==> src/rtl/tw_pkg.sv <==
package tw_pkg;

   localparam int ADDR_W = 8;
   localparam int DATA_W = 32;
   localparam int CNT_W = 8;
   localparam int PRESCALE_W = 8;

   // Register byte offsets
   localparam logic [ADDR_W-1:0] OFS_CTRL = 8'h00;
   localparam logic [ADDR_W-1:0] OFS_FORCE = 8'h04;
   localparam logic [ADDR_W-1:0] OFS_COUNT = 8'h08;
   localparam logic [ADDR_W-1:0] OFS_COMPARE = 8'h0c;
   localparam logic [ADDR_W-1:0] OFS_FLAGS = 8'h10;
   localparam logic [ADDR_W-1:0] OFS_PRESCALE = 8'h14;
   localparam logic [ADDR_W-1:0] OFS_PORT = 8'h18;

   // Field positions
   localparam int CTRL_WAVE_LSB = 0;
   localparam int CTRL_COM_LSB = 2;
   localparam int CTRL_RUN_BIT = 4;
   localparam int FORCE_BIT = 0;
   localparam int FLAG_OVF_BIT = 0;
   localparam int FLAG_CMP_BIT = 1;
   localparam int PORT_VALUE_BIT = 0;
   localparam int PORT_DIR_BIT = 1;
   localparam int PORT_OCB_BIT = 2;
   localparam int PORT_PIN_BIT = 3;

   // Counter extremes and step
   localparam logic [CNT_W-1:0] CNT_MAX = 8'hff;
   localparam logic [CNT_W-1:0] CNT_BOTTOM = 8'h00;
   localparam logic [CNT_W-1:0] CNT_STEP = 8'h01;

   // Reset values
   localparam logic [CNT_W-1:0] COUNT_RST = 8'h00;
   localparam logic [CNT_W-1:0] COMPARE_RST = 8'h00;
   localparam logic [PRESCALE_W-1:0] PRESCALE_RST = 8'h00;
   localparam logic RUN_RST = 1'b0;
   localparam logic OCB_RST = 1'b0;

   typedef enum logic [1:0] {
      TW_NORMAL,
      TW_PHASE_CORRECT,
      TW_CTC,
      TW_FAST_PWM
   } tw_wave_t;

   typedef enum logic [1:0] {
      TW_COM_OFF,
      TW_COM_TOGGLE,
      TW_COM_CLEAR,
      TW_COM_SET
   } tw_com_t;

endpackage : tw_pkg

==> src/rtl/tw_prescaler.sv <==
`timescale 1ns/1ps
module tw_prescaler #(
   parameter int W = 8
) (
   input wire logic clk,
   input wire logic rst_b,
   input wire logic enable,
   input wire logic [W-1:0] divisor,
   output logic tick
);

   logic [W-1:0] count;

   // One tick every divisor+1 clocks; divisor 0 ticks on every clock
   assign tick = enable & (count >= divisor);

   always_ff @(posedge clk or negedge rst_b) begin
      if (!rst_b) begin
         count <= '0;
      end else if (!enable || tick) begin
         count <= '0;
      end else begin
         count <= count + W'(1);
      end
   end

endmodule : tw_prescaler

==> src/rtl/tw_top.sv <==
`timescale 1ns/1ps
module tw_top #(
   parameter int PRESCALE_W = tw_pkg::PRESCALE_W
) (
   input wire logic CLOCK,
   input wire logic RST_B,
   input wire logic PSEL,
   input wire logic PENABLE,
   input wire logic PWRITE,
   input wire logic [tw_pkg::ADDR_W-1:0] PADDR,
   input wire logic [tw_pkg::DATA_W-1:0] PWDATA,
   output logic [tw_pkg::DATA_W-1:0] PRDATA,
   output logic PREADY,
   output logic PSLVERR,
   input wire logic OC_PIN_IN,
   output logic OC_PIN_OUT,
   output logic OC_PIN_OE_B,
   output logic OVERFLOW_FLAG,
   output logic COMPARE_MATCH_FLAG
);
   import tw_pkg::*;

   // Bus side
   logic bus_setup;
   logic bus_access;
   logic bus_write;
   logic addr_hit;
   logic [DATA_W-1:0] read_mux;
   logic [DATA_W-1:0] prdata;
   logic wr_ctrl;
   logic wr_force;
   logic wr_count;
   logic wr_compare;
   logic wr_flags;
   logic wr_prescale;
   logic wr_port;

   // Control
   tw_wave_t waveform_mode_select;
   tw_com_t compare_output_mode;
   logic run;
   logic [PRESCALE_W-1:0] prescale;
   logic port_value;
   logic output_pin_direction_bit;

   // Timer state
   logic tick;
   logic [CNT_W-1:0] counter_value;
   logic [CNT_W-1:0] next_counter_value;
   logic [CNT_W-1:0] compare_buffer;
   logic [CNT_W-1:0] compare_value;
   logic match_block;
   logic pwm_mode;
   logic at_max;
   logic cmp_equal;
   logic match;
   logic leaves_max;
   logic bottom_event;
   logic force_event;
   logic overflow_flag;
   logic compare_match_flag;
   logic ovf_set;
   logic ovf_clear;
   logic cmp_set;
   logic cmp_clear;
   logic compare_output_bit;
   logic next_compare_output_bit;

   assign bus_setup = PSEL & ~PENABLE;
   assign bus_access = PSEL & PENABLE;
   assign bus_write = bus_access & PWRITE & addr_hit;

   assign wr_ctrl = bus_write & (PADDR == OFS_CTRL);
   assign wr_force = bus_write & (PADDR == OFS_FORCE);
   assign wr_count = bus_write & (PADDR == OFS_COUNT);
   assign wr_compare = bus_write & (PADDR == OFS_COMPARE);
   assign wr_flags = bus_write & (PADDR == OFS_FLAGS);
   assign wr_prescale = bus_write & (PADDR == OFS_PRESCALE);
   assign wr_port = bus_write & (PADDR == OFS_PORT);

   // Zero wait states; an unmapped address answers with an error
   assign PREADY = bus_access;
   assign PSLVERR = bus_access & ~addr_hit;
   assign PRDATA = prdata;

   always_comb begin
      read_mux = '0;
      addr_hit = 1'b1;
      if (PADDR == OFS_CTRL) begin
         read_mux[CTRL_WAVE_LSB +: 2] = waveform_mode_select;
         read_mux[CTRL_COM_LSB +: 2] = compare_output_mode;
         read_mux[CTRL_RUN_BIT] = run;
      end else if (PADDR == OFS_FORCE) begin
         read_mux = '0;
      end else if (PADDR == OFS_COUNT) begin
         read_mux[CNT_W-1:0] = counter_value;
      end else if (PADDR == OFS_COMPARE) begin
         // Software sees what it wrote, the buffer in PWM modes
         read_mux[CNT_W-1:0] = compare_buffer;
      end else if (PADDR == OFS_FLAGS) begin
         read_mux[FLAG_OVF_BIT] = overflow_flag;
         read_mux[FLAG_CMP_BIT] = compare_match_flag;
      end else if (PADDR == OFS_PRESCALE) begin
         read_mux[PRESCALE_W-1:0] = prescale;
      end else if (PADDR == OFS_PORT) begin
         read_mux[PORT_VALUE_BIT] = port_value;
         read_mux[PORT_DIR_BIT] = output_pin_direction_bit;
         read_mux[PORT_OCB_BIT] = compare_output_bit;
         read_mux[PORT_PIN_BIT] = OC_PIN_IN;
      end else begin
         addr_hit = 1'b0;
      end
   end

   // Read data is captured in the setup cycle and held through access
   always_ff @(posedge CLOCK or negedge RST_B) begin
      if (!RST_B) begin
         prdata <= '0;
      end else if (bus_setup && !PWRITE) begin
         prdata <= read_mux;
      end
   end

   always_ff @(posedge CLOCK or negedge RST_B) begin
      if (!RST_B) begin
         waveform_mode_select <= TW_NORMAL;
         compare_output_mode <= TW_COM_OFF;
         run <= RUN_RST;
      end else if (wr_ctrl) begin
         waveform_mode_select <= tw_wave_t'(PWDATA[CTRL_WAVE_LSB +: 2]);
         compare_output_mode <= tw_com_t'(PWDATA[CTRL_COM_LSB +: 2]);
         run <= PWDATA[CTRL_RUN_BIT];
      end
   end

   always_ff @(posedge CLOCK or negedge RST_B) begin
      if (!RST_B) begin
         prescale <= PRESCALE_W'(PRESCALE_RST);
      end else if (wr_prescale) begin
         prescale <= PWDATA[PRESCALE_W-1:0];
      end
   end

   always_ff @(posedge CLOCK or negedge RST_B) begin
      if (!RST_B) begin
         port_value <= 1'b0;
         output_pin_direction_bit <= 1'b0;
      end else if (wr_port) begin
         port_value <= PWDATA[PORT_VALUE_BIT];
         output_pin_direction_bit <= PWDATA[PORT_DIR_BIT];
      end
   end

   tw_prescaler #(
      .W(PRESCALE_W)
   ) u_prescaler (
      .clk(CLOCK),
      .rst_b(RST_B),
      .enable(run),
      .divisor(prescale),
      .tick(tick)
   );

   assign pwm_mode = (waveform_mode_select == TW_FAST_PWM) |
                     (waveform_mode_select == TW_PHASE_CORRECT);
   assign at_max = (counter_value == CNT_MAX);
   assign cmp_equal = (counter_value == compare_value);
   // A counter write hides the match on the following timer tick
   assign match = tick & cmp_equal & ~match_block;
   // A counter write has priority over the step away from max
   assign leaves_max = tick & at_max & ~wr_count;
   assign bottom_event = leaves_max &
                         (waveform_mode_select == TW_FAST_PWM);
   assign force_event = wr_force & PWDATA[FORCE_BIT] & ~pwm_mode;

   // Next count follows the waveform mode and, in CTC, the compare match; a counter write wins
   always_comb begin
      next_counter_value = counter_value;
      if (wr_count) begin
         next_counter_value = PWDATA[CNT_W-1:0];
      end else if (tick) begin
         case (waveform_mode_select)
            TW_CTC: begin
               if (cmp_equal && !match_block) begin
                  next_counter_value = CNT_BOTTOM;
               end else begin
                  next_counter_value = counter_value + CNT_STEP;
               end
            end
            TW_FAST_PWM: begin
               if (at_max) begin
                  next_counter_value = CNT_BOTTOM;
               end else begin
                  next_counter_value = counter_value + CNT_STEP;
               end
            end
            default: begin
               next_counter_value = counter_value + CNT_STEP;
            end
         endcase
      end
   end

   always_ff @(posedge CLOCK or negedge RST_B) begin
      if (!RST_B) begin
         counter_value <= COUNT_RST;
      end else begin
         counter_value <= next_counter_value;
      end
   end

   // Blocking holds until a tick consumes it, even with the timer stopped
   always_ff @(posedge CLOCK or negedge RST_B) begin
      if (!RST_B) begin
         match_block <= 1'b0;
      end else if (wr_count) begin
         match_block <= 1'b1;
      end else if (tick) begin
         match_block <= 1'b0;
      end
   end

   always_ff @(posedge CLOCK or negedge RST_B) begin
      if (!RST_B) begin
         compare_buffer <= COMPARE_RST;
      end else if (wr_compare) begin
         compare_buffer <= PWDATA[CNT_W-1:0];
      end
   end

   // Updating only at top keeps PWM pulses whole
   always_ff @(posedge CLOCK or negedge RST_B) begin
      if (!RST_B) begin
         compare_value <= COMPARE_RST;
      end else if (wr_compare && !pwm_mode) begin
         compare_value <= PWDATA[CNT_W-1:0];
      end else if (pwm_mode && tick && at_max) begin
         compare_value <= compare_buffer;
      end
   end

   // Max-to-bottom is the overflow point in every mode handled here
   assign ovf_set = leaves_max;
   assign ovf_clear = wr_flags & PWDATA[FLAG_OVF_BIT];
   assign cmp_set = match;
   assign cmp_clear = wr_flags & PWDATA[FLAG_CMP_BIT];

   // Hardware set wins over a software clear in the same cycle
   always_ff @(posedge CLOCK or negedge RST_B) begin
      if (!RST_B) begin
         overflow_flag <= 1'b0;
      end else if (ovf_set) begin
         overflow_flag <= 1'b1;
      end else if (ovf_clear) begin
         overflow_flag <= 1'b0;
      end
   end

   always_ff @(posedge CLOCK or negedge RST_B) begin
      if (!RST_B) begin
         compare_match_flag <= 1'b0;
      end else if (cmp_set) begin
         compare_match_flag <= 1'b1;
      end else if (cmp_clear) begin
         compare_match_flag <= 1'b0;
      end
   end

   assign OVERFLOW_FLAG = overflow_flag;
   assign COMPARE_MATCH_FLAG = compare_match_flag;

   // Output mode is only consulted at an event, so a new setting
   // shapes the bit from the next match, force or bottom event onward
   always_comb begin
      next_compare_output_bit = compare_output_bit;
      if (!pwm_mode && (match || force_event)) begin
         case (compare_output_mode)
            TW_COM_TOGGLE: begin
               next_compare_output_bit = ~compare_output_bit;
            end
            TW_COM_CLEAR: next_compare_output_bit = 1'b0;
            TW_COM_SET: next_compare_output_bit = 1'b1;
            default: next_compare_output_bit = compare_output_bit;
         endcase
      end else if (waveform_mode_select == TW_FAST_PWM) begin
         // Bottom wins over a match at max: constant level then
         if (bottom_event &&
             compare_output_mode == TW_COM_CLEAR) begin
            next_compare_output_bit = 1'b1;
         end else if (bottom_event &&
                      compare_output_mode == TW_COM_SET) begin
            next_compare_output_bit = 1'b0;
         end else if (match) begin
            case (compare_output_mode)
               TW_COM_TOGGLE: begin
                  next_compare_output_bit = ~compare_output_bit;
               end
               TW_COM_CLEAR: next_compare_output_bit = 1'b0;
               TW_COM_SET: next_compare_output_bit = 1'b1;
               default: next_compare_output_bit = compare_output_bit;
            endcase
         end
      end
   end

   always_ff @(posedge CLOCK or negedge RST_B) begin
      if (!RST_B) begin
         compare_output_bit <= OCB_RST;
      end else begin
         compare_output_bit <= next_compare_output_bit;
      end
   end

   // Override takes effect at once; direction stays with software
   assign OC_PIN_OUT = (compare_output_mode != TW_COM_OFF) ?
                       compare_output_bit : port_value;
   assign OC_PIN_OE_B = ~output_pin_direction_bit;

endmodule : tw_top

==> config.mk <==
export PLATFORM = sky130hd
export DESIGN_NAME = tw_top
export DESIGN_NICKNAME = d
export VERILOG_FILES = /design/src/rtl/tw_pkg.sv /design/src/rtl/tw_prescaler.sv /design/src/rtl/tw_top.sv
export SDC_FILE = /design/constraint.sdc
export NUM_CORES = 1
export LEC_CHECK = 0
export ABC_AREA = 1
export BUFFER_PORTS_ARGS = -buffer_cell sky130_fd_sc_hd__buf_2
export CAP_MARGIN = 10
export CORE_MARGIN = 5
export CORE_UTILIZATION = 40
export CTS_CLUSTER_DIAMETER = 60
export DETAILED_ROUTE_END_ITERATION = 16
export REMOVE_ABC_BUFFERS = 1
export SETUP_SLACK_MARGIN = 0.4
export SLEW_MARGIN = 20
export SYNTH_ARGS = -nofsm -noshare
export SYNTH_HDL_FRONTEND = slang
export SYNTH_SLANG_ARGS = --single-unit
==> constraint.sdc <==
create_clock -name CLOCK -period 3.7 [get_ports CLOCK]
set_input_delay 0.555 -clock CLOCK [delete_from_list [all_inputs] [get_ports CLOCK]]
set_output_delay 0.555 -clock CLOCK [all_outputs]
set_load 0.05 [all_outputs]
==> run_results.csv <==
group,metric,value,unit
run_status,status,"completed",
sta,fin_crit,2.20,ns
pwr,power_frac_clock,40.0,%
critical_path,crit_family,"simple AND/OR/NAND/NOR gates",
synth,synth.area.top_cells,"dfrtp_1 40%, nand2_1 10%, inv_1 6.5%",
job,drv_cap,0,
sta,maxSlewViolCount,0,
critical_path,cp-start-kind,"flip-flop",
pwr,p_per_area,333,nW/um^2
cts,cts_resized,0,
cts,tritoncts,"yes",
drt,vias_per_cell,5.01,
pwr,cellInternalPower,971,uW
drt,via_count,3124,
critical_path,critPathBufInv,2,
drt,drt_pre_antenna_iters,4,
floorplan,dieWidth,106,um
global_routing,first_global_vias,3096,
final_layout,final_cells,624,
final_layout,fillers,954,
pwr,finalPower,1.35,mW
place,port_buffers,35,
pwr,peakVddDrop,0.153,mV
cts,clockBufferDepth,2,
cts,postCtsSetupRepairBufs,0,
sta,hold_ws,0.191,ns
final_layout,final_area,4060,um^2
critical_path,slowest_stage,"dfrtp_1",
synth,ys_warn_count,0,
global_routing,grt_pass1_wl,15.2,mm
synth,yosysSeqAreaShare,39.7,%
place,dpl_cell_area,3880,um^2
synth,synth_commonest_cells,"103 x nand2_1, 64 x inv_1, 59 x dfrtp_1",
synth,synth_area,3720,um^2
pwr,pwr-share-seq,48.6,%
place,dpl_worst_slack,1.31,ns
floorplan,ioPinCount,84,
drt,wirelength,8.93,mm
critical_path,required,3.95,ns
pwr,leakagePower,2.08,nW
synth,synth_most_common_cell,"nand2_1",
critical_path,path_max_fanout,9,
floorplan,die_y,106,um
cts,clock_tree.root_cell,"clkbuf_8",
sta,post-route-period-util,59.5,%
sta,max_freq,454,MHz
sta,tightest_slew,0.743,ns
global_routing,grt-ovfl-total,0,
critical_path,endpoint_kind,"flip-flop",
cts,cts_inserted_buffers,9,
sta,hold_viol,0,
drt,wl_per_cell,14.3,um
critical_path,cpPeakStageDelay,0.36,ns
pwr,p_switching,383,uW
floorplan,core_area,9150,um^2
global_routing,antenna_found_initial,0,
floorplan,fp.dieArea,11300,um^2
sta,rsz0062_at_grt,"false",
drt,drcViolationCount,0,
synth,netlist_instances,471,
final_layout,drive_gt1_share,17.7,%
synth,synth-seq-cells,59,
synth,synth_async_sr_flop_share,100,%
synth,yosys.area.top_type,"dfrtp_1",
final_layout,diodes,0,
synth,synth_edf_count,0,
cts,clkLatencyLatePin,0.34,ns
critical_path,path_class,"reg -> reg",
sta,finalSetupTns,0,ns
drt,drt-initial-drc-count,171,
pwr,power_frac_comb,11.5,%
critical_path,cp_cell_sequence,"inv_1 -> ha_1 -> a21oi_1 -> nor2_1 -> nor2_1 -> nand3_1 -> nand2_1 -> nand2_2 -> inv_1 -> nand2_1 -> o211ai_1",
final_layout,nets,565,
final_layout,final_util,44.4,%
floorplan,start_util,40.7,%
global_routing,grt_usage,16.7,%
cts,clock-sinks,59,
pwr,switching_share,28.3,%
synth,syn_avg_cell_area,7.90,um^2
place,place_congestion,0.844,
worst_hold_path,min_path_type,"in -> async",
sta,slew_headroom,50.5,%
cts,cts.htree.levels,3,
synth,synth_top_area_share,39.7,%
sta,finClkSkew,0.00812,ns
place,dp.cells,609,
place,hpwl,7.04,mm
cts,hold_buffers,0,
global_routing,grt_start_max_net_pins,37,
critical_path,cp.arrival,2.45,ns
synth,synthFlopType,"dfrtp_1",
synth,yosysUniqueCellTypes,46,
sta,layout_setup_ws,1.50,ns
floorplan,fp-row-count,35,
sta,final-setup-viol-count,0,
final_layout,area_delta_synth_final,9.18,%
cts,clk_pin_slew,0.07,ns
drt,antenna_left,0,
-- per-layer routing --
metal	vias to the layer above	GRT usage, %	wire (um)
met5	-	0	0
met4	0	4.93	140
met3	15	3.04	433
met2	67	28.1	4380
met1	1473	22.0	3980
li1	1569	-	-
-- path summary, 6_finish.rpt --
kind	from	to	slack (ns)	cells past startpoint
setup / recovery	prescale[5]	counter_value[0]	1.50	11
hold / removal	RST_B	counter_value[4]	0.19	1
setup reg to reg	prescale[5]	counter_value[0]	1.50	11
hold reg to reg	match_block	match_block	0.48	2
max in group asynchronous	RST_B	u_prescaler.count[2]	2.63	2
min in group CLOCK	PWDATA[2]	counter_value[2]	0.45	3
-- cell families (layout without fill, tap and decap cells) --
kind of cell	Yosys count	after routing	synth area share, %
simple gates	209	209	27.5
buf+inv	99	118	13.4
compound gates	88	88	14.8
flops	59	59	39.7
fa+ha+maj	10	10	3.36
xor+xnor	5	5	1.18
other cells	1	24	0.101
-- flip-flops by register name (all words and copies together) (netlist names) --
name                      count
match_block                   1
compare_value                 8
run                           1
prescale                      8
port_value                    1
compare_output_bit            1
counter_value                 8
compare_output_mode           2
output_pin_direction_bit      1
compare_buffer                8
COMPARE_MATCH_FLAG            1
waveform_mode_select          2
PRDATA                        8
OVERFLOW_FLAG                 1
u_prescaler.count             8
-- worst register-to-register path: stages (launching register included) --
cell and delay, ns:
dfrtp_1 0.36, inv_1 0.08, ha_1 0.31, a21oi_1 0.13, nor2_1 0.05, nor2_1 0.14, nand3_1 0.16, nand2_1 0.27
nand2_2 0.20, inv_1 0.23, nand2_1 0.08, o211ai_1 0.11
-- cell type report --
type                    instances  area [um^2]  area share [%]
multi-input cells             336         1830            45.1
clock buffers                  13          169            4.16
inverters                      67          254            6.25
well taps                     111          139            3.42
flip-flops and latches         59         1480            36.3
repair buffers                 36          183            4.50
clock inverters                 2         10.0           0.246
-- power by group through the flow --
stage | clock network (mW) | logic [mW] | registers, mW
6_report | 0.541 | 0.155 | 0.657
5_1_grt | 0.587 | 0.166 | 0.658
4_1_cts | 0.558 | 0.157 | 0.657
3_5_place_dp | 0 | 0.157 | 0.669
3_3_place_gp | 0 | 0.155 | 0.669
2_1_floorplan | 0 | 0.0837 | 0.694
-- placed cells by master, fill, tap and decap left out, drive strengths merged --
cell type,synthesis,final
ha,10,10
a21o,1,1
conb,1,24
xor2,3,3
inv,67,67
clkbuf,2,13
nand4,10,10
a31oi,1,1
nand3,28,28
clkinv,0,2
nand2,113,113
or2,4,4
a21oi,18,18
o211ai,7,7
o21ai,47,47
a211oi,1,1
o221ai,3,3
a2bb2oi,2,2
nor3,10,10
nor2,40,40
dfrtp,59,59
o2111ai,2,2
o22ai,3,3
o21a,2,2
buf,30,36
and3,1,1
nor3b,3,3
xnor2,2,2
a221oi,1,1
(Power assumes the default switching activity.)
